--- src/core/rct_consts.svh ---
// Purpose: Named offsets, field positions, reset values and rates of the reload timer
// Assumes: Included by the package and by the timer module
// Notes:   Definitions only
`ifndef RCT_CONSTS_SVH
`define RCT_CONSTS_SVH

// Register offsets on the byte-wide register port
`define RCT_ADDR_T2_RELOAD_LO 8'h1b
`define RCT_ADDR_T2_COUNT_HI  8'h1c
`define RCT_ADDR_T2_COUNT_LO  8'h1d
`define RCT_ADDR_T3_CONTROL   8'h1e
`define RCT_ADDR_T3_RELOAD_HI 8'h1f
`define RCT_ADDR_IRQ_STATUS   8'h30
`define RCT_ADDR_IRQ_MASK     8'h31

// Field positions in the timer3 control byte
`define RCT_T3_STOP_RX_BIT    3'h7
`define RCT_T3_START_HI_BIT   3'h5
`define RCT_T3_START_LO_BIT   3'h4
`define RCT_T3_AUTO_BIT       3'h3
`define RCT_T3_CLK_HI_BIT     3'h1
`define RCT_T3_CLK_LO_BIT     3'h0
`define RCT_T3_CTRL_WMASK     8'hbb

// Interrupt status and mask layout
`define RCT_IRQ_T2_BIT        1'h0
`define RCT_IRQ_T3_BIT        1'h1
`define RCT_IRQ_WIDTH         2

// Reset values
`define RCT_BYTE_RESET        8'h00
`define RCT_COUNT_RESET       16'h0000
`define RCT_IRQ_RESET         2'h0

// Rates: system clock 200 MHz, carrier tick 13.56 MHz, slow tick carrier / 64
`define RCT_SYS_CLK_HZ        28'hbebc200
`define RCT_CARRIER_HZ        28'h0cee8c0
`define RCT_SLOW_DIV_LAST     6'h3f

`endif

--- src/core/rct_pkg.sv ---
// Purpose: Types shared by the reload countdown timer
// Assumes: Constants come from rct_consts.svh
// Notes:   State of the timer module is one packed struct
`include "rct_consts.svh"

package rct_pkg;

  // Register port request, one cycle per access
  typedef struct packed {
    logic [7:0] addr;
    logic [7:0] wdata;
    logic       wr;
    logic       rd;
  } rct_bus_req_type;

  // Automatic start and trimming modes of timer3
  typedef enum logic [1:0] {
    RCT_START_OFF      = 2'h0,
    RCT_START_TX_END   = 2'h1,
    RCT_START_TRIM     = 2'h2,
    RCT_START_TRIM_UNF = 2'h3
  } rct_start_mode_type;

  // Input clock choice of timer3
  typedef enum logic [1:0] {
    RCT_CLK_CARRIER = 2'h0,
    RCT_CLK_SLOW    = 2'h1,
    RCT_CLK_T0_UNF  = 2'h2,
    RCT_CLK_T1_UNF  = 2'h3
  } rct_clk_sel_type;

  // Timer3 run state, Gray coded along idle -> run -> trim
  typedef enum logic [1:0] {
    RCT_T3_IDLE = 2'h0,
    RCT_T3_RUN  = 2'h1,
    RCT_T3_TRIM = 2'h3
  } rct_t3_state_type;

  // Complete register state of the timer module
  typedef struct packed {
    logic [7:0]                 t2_reload_lo;
    logic [15:0]                t2_count;
    logic                       t2_run;
    logic                       t2_unf;
    logic [7:0]                 t3_ctrl;
    logic [7:0]                 t3_reload_hi;
    logic [15:0]                t3_count;
    rct_t3_state_type           t3_state;
    logic                       t3_unf;
    logic [27:0]                acc;
    logic                       fast_tick;
    logic                       slow_tick;
    logic [5:0]                 slow_div;
    logic [2:0]                 lfo_sync;
    logic                       lfo_level;
    logic [`RCT_IRQ_WIDTH-1:0]  irq_status;
    logic [`RCT_IRQ_WIDTH-1:0]  irq_mask;
    logic                       irq;
    logic [7:0]                 rdata;
  } rct_state_type;

endpackage : rct_pkg

--- src/core/rct_timer.sv ---
// Purpose: Timer2 reload/readback bytes and the complete timer3 countdown unit
// Assumes: One 200 MHz clock; timer2 control and timer3 low reload byte live elsewhere
// Notes:   Byte register port, read data one cycle after the read strobe
//
// Functional notes
// - Timer2 start loads counter from both reload bytes
// - Timer2 high reload byte forms counter bits 15..8
// - Timer3 start loads high and low reload bytes
// - Reload writes act only at next start or timer3 auto reload
// - Timer2 live count readable, high then low
// - Stop-on-receive halts timer3 after four bits
// - Stop-on-receive ignored in trimming modes
// - Start mode 00 none, 01 at transmit end
// - Modes 10/11 trim on oscillator rising edges
// - Auto reload restarts countdown after zero, except in start mode 10
// - Without auto reload timer3 stops at zero, except in start mode 10
// - Each timer3 underflow sets interrupt flag
// - Clock select 00 carrier, 01 slow rate
// - Clock select 10/11 cascade timer0/timer1 underflow
`timescale 1ns/100ps
`include "rct_consts.svh"

module rct_timer
  import rct_pkg::*;
(
  input  wire logic            clk_in,
  input  wire logic            rst_b_in,
  input  wire rct_bus_req_type reg_req_in,
  output logic [7:0]           reg_rdata_out,
  input  wire logic [7:0]      timer2_reload_high_value_in,
  input  wire logic            timer2_start_in,
  input  wire logic            timer2_stop_in,
  input  wire logic            timer2_tick_in,
  input  wire logic [7:0]      timer3_reload_low_value_in,
  input  wire logic            timer3_start_in,
  input  wire logic            timer3_stop_in,
  input  wire logic            tx_end_in,
  input  wire logic            rx_nibble_done_in,
  input  wire logic            timer0_underflow_in,
  input  wire logic            timer1_underflow_in,
  input  wire logic            low_frequency_oscillator_in,
  output logic                 timer2_underflow_out,
  output logic                 timer3_underflow_out,
  output logic [15:0]          timer3_count_out,
  output logic                 timer3_running_out,
  output logic                 irq_out
);

  rct_state_type q;
  rct_state_type d;

  // Address match for one access kind
  function automatic logic rct_hit(input rct_bus_req_type req,
                                   input logic            strobe,
                                   input logic [7:0]      addr);
    rct_hit = strobe && (req.addr == addr);
  endfunction : rct_hit

  // Readback byte for an address, zero where nothing is mapped
  function automatic logic [7:0] rct_read(input rct_state_type s, input logic [7:0] addr);
    logic [7:0] v;
    v = `RCT_BYTE_RESET;
    case (addr)
      `RCT_ADDR_T2_RELOAD_LO: v = s.t2_reload_lo;
      `RCT_ADDR_T2_COUNT_HI:  v = s.t2_count[15:8];
      `RCT_ADDR_T2_COUNT_LO:  v = s.t2_count[7:0];
      `RCT_ADDR_T3_CONTROL:   v = s.t3_ctrl & `RCT_T3_CTRL_WMASK;
      `RCT_ADDR_T3_RELOAD_HI: v = s.t3_reload_hi;
      `RCT_ADDR_IRQ_STATUS:   v = {6'h00, s.irq_status};
      `RCT_ADDR_IRQ_MASK:     v = {6'h00, s.irq_mask};
      default:                v = `RCT_BYTE_RESET;
    endcase
    rct_read = v;
  endfunction : rct_read

  // Working signals of the next-state process
  rct_start_mode_type start_mode;
  rct_clk_sel_type    clk_sel;
  logic               trim_mode;
  logic               t3_running;
  logic               t3_tick;
  logic               t3_start;
  logic               t3_stop;
  logic               lfo_rise;
  logic               t3_unf_event;
  logic [15:0]        t3_reload;
  logic [27:0]        acc_sum;
  logic [7:0]         status_clear;

  // Next-state computation for the whole block
  always_comb begin
    d            = q;
    start_mode   = rct_start_mode_type'(q.t3_ctrl[`RCT_T3_START_HI_BIT:`RCT_T3_START_LO_BIT]);
    clk_sel      = rct_clk_sel_type'(q.t3_ctrl[`RCT_T3_CLK_HI_BIT:`RCT_T3_CLK_LO_BIT]);
    trim_mode    = start_mode[1];
    t3_running   = (q.t3_state != RCT_T3_IDLE);
    t3_reload    = {q.t3_reload_hi, timer3_reload_low_value_in};
    t3_unf_event = 1'b0;
    status_clear = `RCT_BYTE_RESET;

    // Carrier tick by phase accumulation, slow tick is carrier / 64
    acc_sum     = q.acc + `RCT_CARRIER_HZ;
    d.fast_tick = 1'b0;
    d.slow_tick = 1'b0;
    if (acc_sum >= `RCT_SYS_CLK_HZ) begin
      d.acc       = acc_sum - `RCT_SYS_CLK_HZ;
      d.fast_tick = 1'b1;
      d.slow_div  = q.slow_div + 6'h01;
      d.slow_tick = (q.slow_div == `RCT_SLOW_DIV_LAST);
    end else begin
      d.acc = acc_sum;
    end

    // Oscillator pin: three stages, level moves once stages two and three agree
    d.lfo_sync = {q.lfo_sync[1:0], low_frequency_oscillator_in};
    if (q.lfo_sync[1] == q.lfo_sync[2]) begin
      d.lfo_level = q.lfo_sync[2];
    end
    lfo_rise = !q.lfo_level && (q.lfo_sync[1] == q.lfo_sync[2]) && q.lfo_sync[2];

    // Register writes; reload bytes only feed the next start or timer3 auto reload
    if (rct_hit(reg_req_in, reg_req_in.wr, `RCT_ADDR_T2_RELOAD_LO)) begin
      d.t2_reload_lo = reg_req_in.wdata;
    end
    if (rct_hit(reg_req_in, reg_req_in.wr, `RCT_ADDR_T3_CONTROL)) begin
      d.t3_ctrl = reg_req_in.wdata & `RCT_T3_CTRL_WMASK;
    end
    if (rct_hit(reg_req_in, reg_req_in.wr, `RCT_ADDR_T3_RELOAD_HI)) begin
      d.t3_reload_hi = reg_req_in.wdata;
    end
    if (rct_hit(reg_req_in, reg_req_in.wr, `RCT_ADDR_IRQ_MASK)) begin
      d.irq_mask = reg_req_in.wdata[`RCT_IRQ_WIDTH-1:0];
    end
    if (rct_hit(reg_req_in, reg_req_in.wr, `RCT_ADDR_IRQ_STATUS)) begin
      status_clear = reg_req_in.wdata;
    end

    // Timer2: load on start, count down on its tick, stop at underflow
    d.t2_unf = 1'b0;
    if (timer2_start_in) begin
      d.t2_count = {timer2_reload_high_value_in, q.t2_reload_lo};
      d.t2_run   = 1'b1;
    end else if (timer2_stop_in) begin
      d.t2_run = 1'b0;
    end else if (q.t2_run && timer2_tick_in) begin
      if (q.t2_count == `RCT_COUNT_RESET) begin
        d.t2_unf = 1'b1;
        d.t2_run = 1'b0;
      end else begin
        d.t2_count = q.t2_count - 16'h0001;
      end
    end

    // Timer3 input clock choice
    unique case (clk_sel)
      RCT_CLK_CARRIER: t3_tick = q.fast_tick;
      RCT_CLK_SLOW:    t3_tick = q.slow_tick;
      RCT_CLK_T0_UNF:  t3_tick = timer0_underflow_in;
      RCT_CLK_T1_UNF:  t3_tick = timer1_underflow_in;
    endcase

    // Timer3 start and stop events
    t3_start = timer3_start_in
             || ((start_mode == RCT_START_TX_END) && tx_end_in)
             || (trim_mode && lfo_rise && !t3_running);
    t3_stop  = timer3_stop_in
             || (trim_mode && lfo_rise && t3_running)
             || (!trim_mode && q.t3_ctrl[`RCT_T3_STOP_RX_BIT]
                 && rx_nibble_done_in);

    // Timer3 run state and counter; start wins over stop
    d.t3_unf = 1'b0;
    if (t3_start) begin
      d.t3_count = t3_reload;
      d.t3_state = trim_mode ? RCT_T3_TRIM : RCT_T3_RUN;
    end else if (t3_stop) begin
      d.t3_state = RCT_T3_IDLE;
    end else if (t3_running && t3_tick) begin
      if (q.t3_count != `RCT_COUNT_RESET) begin
        d.t3_count = q.t3_count - 16'h0001;
      end else if (start_mode != RCT_START_TRIM) begin
        t3_unf_event = 1'b1;
        d.t3_unf     = 1'b1;
        if (q.t3_ctrl[`RCT_T3_AUTO_BIT]) begin
          d.t3_count = t3_reload;
        end else begin
          d.t3_state = RCT_T3_IDLE;
        end
      end
    end
    unique case (d.t3_state)
      RCT_T3_IDLE: d.t3_state = RCT_T3_IDLE;
      RCT_T3_RUN:  d.t3_state = RCT_T3_RUN;
      RCT_T3_TRIM: d.t3_state = RCT_T3_TRIM;
      default:     d.t3_state = RCT_T3_IDLE;
    endcase

    // Sticky interrupt bits: a new event beats a clear in the same cycle
    d.irq_status = (q.irq_status & ~status_clear[`RCT_IRQ_WIDTH-1:0])
                 | {t3_unf_event, d.t2_unf};
    d.irq        = |(d.irq_status & d.irq_mask);

    // Read data stands in the cycle after the read strobe
    d.rdata = reg_req_in.rd ? rct_read(q, reg_req_in.addr) : `RCT_BYTE_RESET;
  end

  // State register
  always_ff @(posedge clk_in or negedge rst_b_in) begin
    if (!rst_b_in) begin
      q.t2_reload_lo <= `RCT_BYTE_RESET;
      q.t2_count     <= `RCT_COUNT_RESET;
      q.t2_run       <= 1'b0;
      q.t2_unf       <= 1'b0;
      q.t3_ctrl      <= `RCT_BYTE_RESET;
      q.t3_reload_hi <= `RCT_BYTE_RESET;
      q.t3_count     <= `RCT_COUNT_RESET;
      q.t3_state     <= RCT_T3_IDLE;
      q.t3_unf       <= 1'b0;
      q.acc          <= 28'h0000000;
      q.fast_tick    <= 1'b0;
      q.slow_tick    <= 1'b0;
      q.slow_div     <= 6'h00;
      q.lfo_sync     <= 3'h0;
      q.lfo_level    <= 1'b0;
      q.irq_status   <= `RCT_IRQ_RESET;
      q.irq_mask     <= `RCT_IRQ_RESET;
      q.irq          <= 1'b0;
      q.rdata        <= `RCT_BYTE_RESET;
    end else begin
      q <= d;
    end
  end

  // Outputs straight from the state register
  assign reg_rdata_out        = q.rdata;
  assign timer2_underflow_out = q.t2_unf;
  assign timer3_underflow_out = q.t3_unf;
  assign timer3_count_out     = q.t3_count;
  assign timer3_running_out   = q.t3_state[0];  // Low state bit is set in both run codes
  assign irq_out              = q.irq;

endmodule : rct_timer

--- config.mk ---
export PLATFORM = sky130hd
export DESIGN_NAME = rct_timer
export DESIGN_NICKNAME = d
export VERILOG_FILES = /design/src/core/rct_pkg.sv /design/src/core/rct_timer.sv
export VERILOG_INCLUDE_DIRS = /design/src /design/src/core
export SDC_FILE = /design/constraint.sdc
export NUM_CORES = 1
export LEC_CHECK = 0
export ABC_AREA = 1
export BUFFER_PORTS_ARGS = -buffer_cell sky130_fd_sc_hd__clkbuf_2
export CAP_MARGIN = 5
export CORE_MARGIN = 2
export CORE_UTILIZATION = 54
export DETAILED_ROUTE_END_ITERATION = 6
export GPL_TIMING_DRIVEN = 1
export PLACE_DENSITY = 0.88
export SLEW_MARGIN = 20
export SYNTH_ARGS = -nofsm -noshare
export SYNTH_HDL_FRONTEND = slang
export SYNTH_SLANG_ARGS = --single-unit
--- constraint.sdc ---
create_clock -name clk_in -period 2.2 [get_ports clk_in]
set_input_delay 0.11 -clock clk_in [delete_from_list [all_inputs] [get_ports clk_in]]
set_output_delay 0.11 -clock clk_in [all_outputs]
set_load 0.01 [all_outputs]
==> Word-level counts from Yosys, hierarchy flattened <==
Cells that the tools add are included.
{ "word_totals": {"word_cells": 117, "out_inout_bits": 28, "ramBits": 0, "latch_bits": 0, "memories": 0, "regBits": 112, "mem_bits_ro": 0, "inputBits": 46} }
{ "classes": {"addsub": 5, "div_mod_pow": 0, "n_eq_ne": 19, "n_shift": 0, "n_reduce_logical": 36, "order_cmp": 1, "n_bitwise": 4, "multipliers": 0, "n_mux": 33} }
{ "op_table": {"columns": ["cell", "n"], "rows": [
  ["$mux 16", 5],
  ["$pmux 8 s7", 1],
  ["$eq 8x5->1 const B", 5],
  ["$mux 19", 2],
  ["$mux 18", 2],
  ["$sub 16x1->16 const B", 2],
  ["$add 28x24->28 const B", 1],
  ["$ge 28x28->1 const B", 1],
  ["$mux 28", 1],
  ["$sub 28x28->28 const B", 1],
  ["$mux 17", 1],
  ["$eq 8x6->1 const B", 2],
  ["$logic_not 16->1", 1],
  ["$mux 8", 2],
  ["$reduce_bool 16->1", 1],
  ["$logic_and 1x1->1", 15],
  ["$mux 2", 6],
  ["$reduce_bool 3->1", 4],
  ["$mux 1", 10],
  ["$ne 2x2->1 const B", 4],
  ["$add 6x1->6 const B", 1],
  ["$eq 2x1->1 const B", 3],
  ["$eq 2x2->1 const B", 3],
  ["$eq 6x6->1 const B", 1],
  ["15 further kinds", 23]
]} }

==> Depth between registers and ports, before layout <==
{ "logic_depth": {"depth_word": 12, "depth_mapped": 19} }

==> Worst setup path before layout <==
OpenSTA, ideal clock, no wires.
{ "synth_timing": {"path_type": "flip-flop to flip-flop", "start": "register q[31] (netlist name)", "end": "register q[43] (netlist name)", "setup_slack_ns": 0.089, "path_buffers": 1, "stages_incl_launch_ff": 19, "period_less_slack_ns": 2.111, "arrival_time_ns": 1.994, "required_time_ns": 2.083, "cell_sequence": "dfrtp_1 inv_1 ha_1 inv_2 nand4_1 nand2_1 nand2_1 nand2_1 nand2_1 nand2_1 nand2_1 nand2_2 nor2_2 nand2_1 nor2_4 nand2_4 buf_2 nand3b_1 nand2_1"} }
{ "synth_lines": {"columns": ["element", "line_no", "text"], "rows": [
  ["start: declaration", "rct_timer.sv:49", "rct_state_type q;"]
]} }

==> results.md <==
* Largest cells by area after synthesis: dfrtp_1 38%, nand2_1 15%, nand3_1 7.2%
* Die Span Y at 117 microns
* Row cnt at 41
* Clock Skews at 0.00733 ns
* Layout cells sized above 1 at 27.6%
* Fin crit share at 105%
* Die X at roughly 120 microns
* FMAX at between 0.4 and 0.5 GHz
* Synth Flop Type: dfrtp_1
* Global-route wire length before repair at 29.8 mm
* CP bufs+invs at 2
* Worst path most repeated cell: nand2_1
* Status: finished, violations left
* Number of global-route vias before repair at 6609
* CP Max Fanout at 12
* Placed cell count at 1227
* Min Tclk post-route at around 2.3 ns
* Final std cells w/o fill at about 1300
* P_leak at 4.21 nW
* First-pass detailed-route iteration total at 6
* Via density per instance at 5.83
* Yosys top cell area share at about two fifths
* CP endpoint kind: flop
* CP startpoint kind: flop
* Iteration-0 DRC Markers at 981
* Power density over the cells at 508 nW/um^2
* Initial antenna violation count at 0
* Peak VDD IR at 0.376 mV
* Netlist cell types at 47
* Post-synth EDFFs at 0
* Hold crit path type: input pin to flop
* CTS Buf Count at 9
* Async set or reset register ratio after synthesis at 100%
* Worst-skew pair later-pin latency at 0.36 ns
* H-tree level count at 3
* Fin. max-slew vios at 0
* Failing checks: negative setup slack
* Fin Hold WS at 0.00860 ns
* Nets at 1153
* # fillers at 907
* Mapped cell area at 6930 sq um
* Top delay family on crit path: simple AND/OR/NAND/NOR gates
* RSZ-0062 raised after global routing: true
* Slowest CP cell: dfrtp_1
* Crit path largest cell delay at around 0.38 ns
* Syn avg cell area at approximately 7.2 sq um
* CTS clk-pin slew, worst paths at ~0.080 ns
* TritonCTS clock tree: built
* CTS Root Cell: clkbuf_16
* WP data required at between 2 and 2.5 ns
* DP Area at 7690 sq um
* Total GRT Usage at a little over a quarter
* DRC viols at 0
* Drt wl/cell at between 15 and 20 microns
* Antenna diodes at 0
* Final hold vios at 0
* Pre-CTS setup slack at -0.122 ns
* Post-route ant nets at 0
* Max clock buf depth at 2
* RD Place Congestion at 0.954
* Setup TNS Final at -1.60 ns
* Max_cap viols at 0
* # setup viols final at 26
* Remaining global-route overflow at 0
* Area growth syn-to-layout at 25.3%
* Pin count of the biggest net entering global routing at 46
* I/O Pins at 74
* Seq/Total Area, Yosys at a little under two fifths
* CP cell instances: nand2_1, inv_2, nand2_1, nor2_1, nand3_1, nand4_1, nand2_2, nor2_4, nand2_2, nor2_4, nand2_8, buf_6, nand3_1, nand2_1
* Post-synthesis instance total at 966
* Syn nets at 1017
* Worst-Margin Slew at between 0.6 and 0.7 ns
* Final Instance Area at a little under 9000 sq um
* Routed vias at 7451
* # port buffers at 73
* Post-Route WL at slightly above 20 mm
* Worst EP arrival at ~2.6 ns
* CTS Sinks at 106
* Final WS setup at -0.104 ns
* Core box area at 12600 sq um
* Cell taking the most area after synthesis: dfrtp_1
* Final Util at just under 70%
* Starting Density at 55.1%
* FF+latch count, synth at ~110
* Detailed Place HPWL at 13.4 mm
* YS warnings at 0
* Critical path class: flop to flop
* Relative slew slack at 57.4%
* DIE AREA at 13800 sq um
* Total power at 4.41 mW
[cell usage in the layout (no fill, tap or decap), drive strengths merged, types with 2 or more instances in the layout]
master,count
nand2,287
inv,131
dfrtp,106
nand3,103
nor2,101
clkbuf,82
buf,80
o21ai,46
xor2,31
a21oi,21
o221ai,17
o22ai,13
nor3,13
nand4,12
dlygate4sd3,9
nand3b,8
a31oi,5
ha,5
o2111ai,4
nor4,4
xnor2,3
a32oi,3
a221oi,2
a211oi,2
a22o,2
a22oi,2
clkinvlp,2
clkinv,2
[synthesized netlist by cell type (4+ instances only)]
master / instances
a21oi_1: 16
a21oi_2: 4
a31oi_1: 5
buf_2: 6
buf_4: 25
clkbuf_1: 6
dfrtp_1: 106
ha_1: 5
inv_1: 118
inv_2: 11
nand2_1: 268
nand2_2: 13
nand2_4: 5
nand3_1: 99
nand3_2: 4
nand3b_1: 8
nand4_1: 12
nor2_1: 87
nor2_2: 9
nor2_4: 5
nor3_1: 13
nor4_1: 4
o2111ai_1: 4
o21ai_0: 40
o21ai_1: 5
o221ai_1: 17
o22ai_1: 13
xor2_1: 30
[power breakdown]
group	internal, mW	leakage, nW	switching, mW
Clock	0.779	0.130	0.789
Sequential	2.04	1.34	0.0890
Combinational	0.276	2.74	0.436
Total	3.09	4.21	1.31
[path summary, 6_finish.rpt]
| kind | start | end | slack, ns | depth (start not counted) |
|---|---|---|---|---|
| worst max-delay path | q[46]$_DFF_PN0_ | q[40]$_DFF_PN0_ | -0.10 | 14 |
| worst min-delay path | timer3_reload_low_value_in[0] | timer3_count_out[0]$_DFFE_PN0P_ | 0.009 | 3 |
| worst max register to register | q[46]$_DFF_PN0_ | q[40]$_DFF_PN0_ | -0.10 | 14 |
| worst min register to register | d[15]$_DFF_PN0_ | d[16]$_DFF_PN0_ | 0.35 | 0 |
| max in group asynchronous | rst_b_in | q[36]$_DFF_PN0_ | 1.17 | 3 |
| min in group asynchronous | rst_b_in | q[99]$_DFFE_PN0P_ | 0.30 | 2 |
[registers in the layout, indices dropped and copies added (netlist names), 2 cells and up]
register,cells
d,2
timer3_count_out,16
reg_rdata_out,8
clk_sel,2
q,74
[per-layer routing]
layer	vias to the layer above	track usage [%]	part of all wire (%)	routed length, microns
met5	-	0	0	0
met4	0	10.6	4.5	921
met3	110	4.58	8.6	1770
met2	499	47.2	49	9950
met1	3425	34.4	38	7850
li1	3417	-	-	-
[tightest hold or removal path, stage by stage]
cell	delay, ns
clkbuf_2	0.09
nand2_1	0.05
o2111ai_1	0.08
[logic make-up (layout without fill, tap and decap cells)]
group	count (synthesis)	count (layout)	synth area share, %
AO/OA/AOI/OAI	123	124	11.5
adder cells (fa/ha/maj)	6	6	1.05
buffers and inverters	168	306	10.8
flip-flops	106	106	38.3
AND/OR/NAND/NOR	529	530	34.0
XOR/XNOR	34	34	4.41
[cell type report]
type | count | area, sq um | share of cell area [%]
Inverter | 129 | 492 | 5.66
Timing Repair Buffer | 162 | 1120 | 12.9
Clock inverter | 6 | 52.6 | 0.605
Sequential cell | 106 | 2660 | 30.7
Multi-Input combinational cell | 694 | 3910 | 45.1
Clock buffer | 9 | 225 | 2.59
Tap cell | 172 | 215 | 2.48
[what timing repair did]
action                                  CTS  global route
gates resized for setup                  18            99
cloned                                    0             3
setup buffers                             4            20
hold buffers                              9             0
pin swaps                                 5            27
endpoints found under the hold margin    49             0
endpoints found under the setup margin   37            62
(Power assumes the default switching activity.)
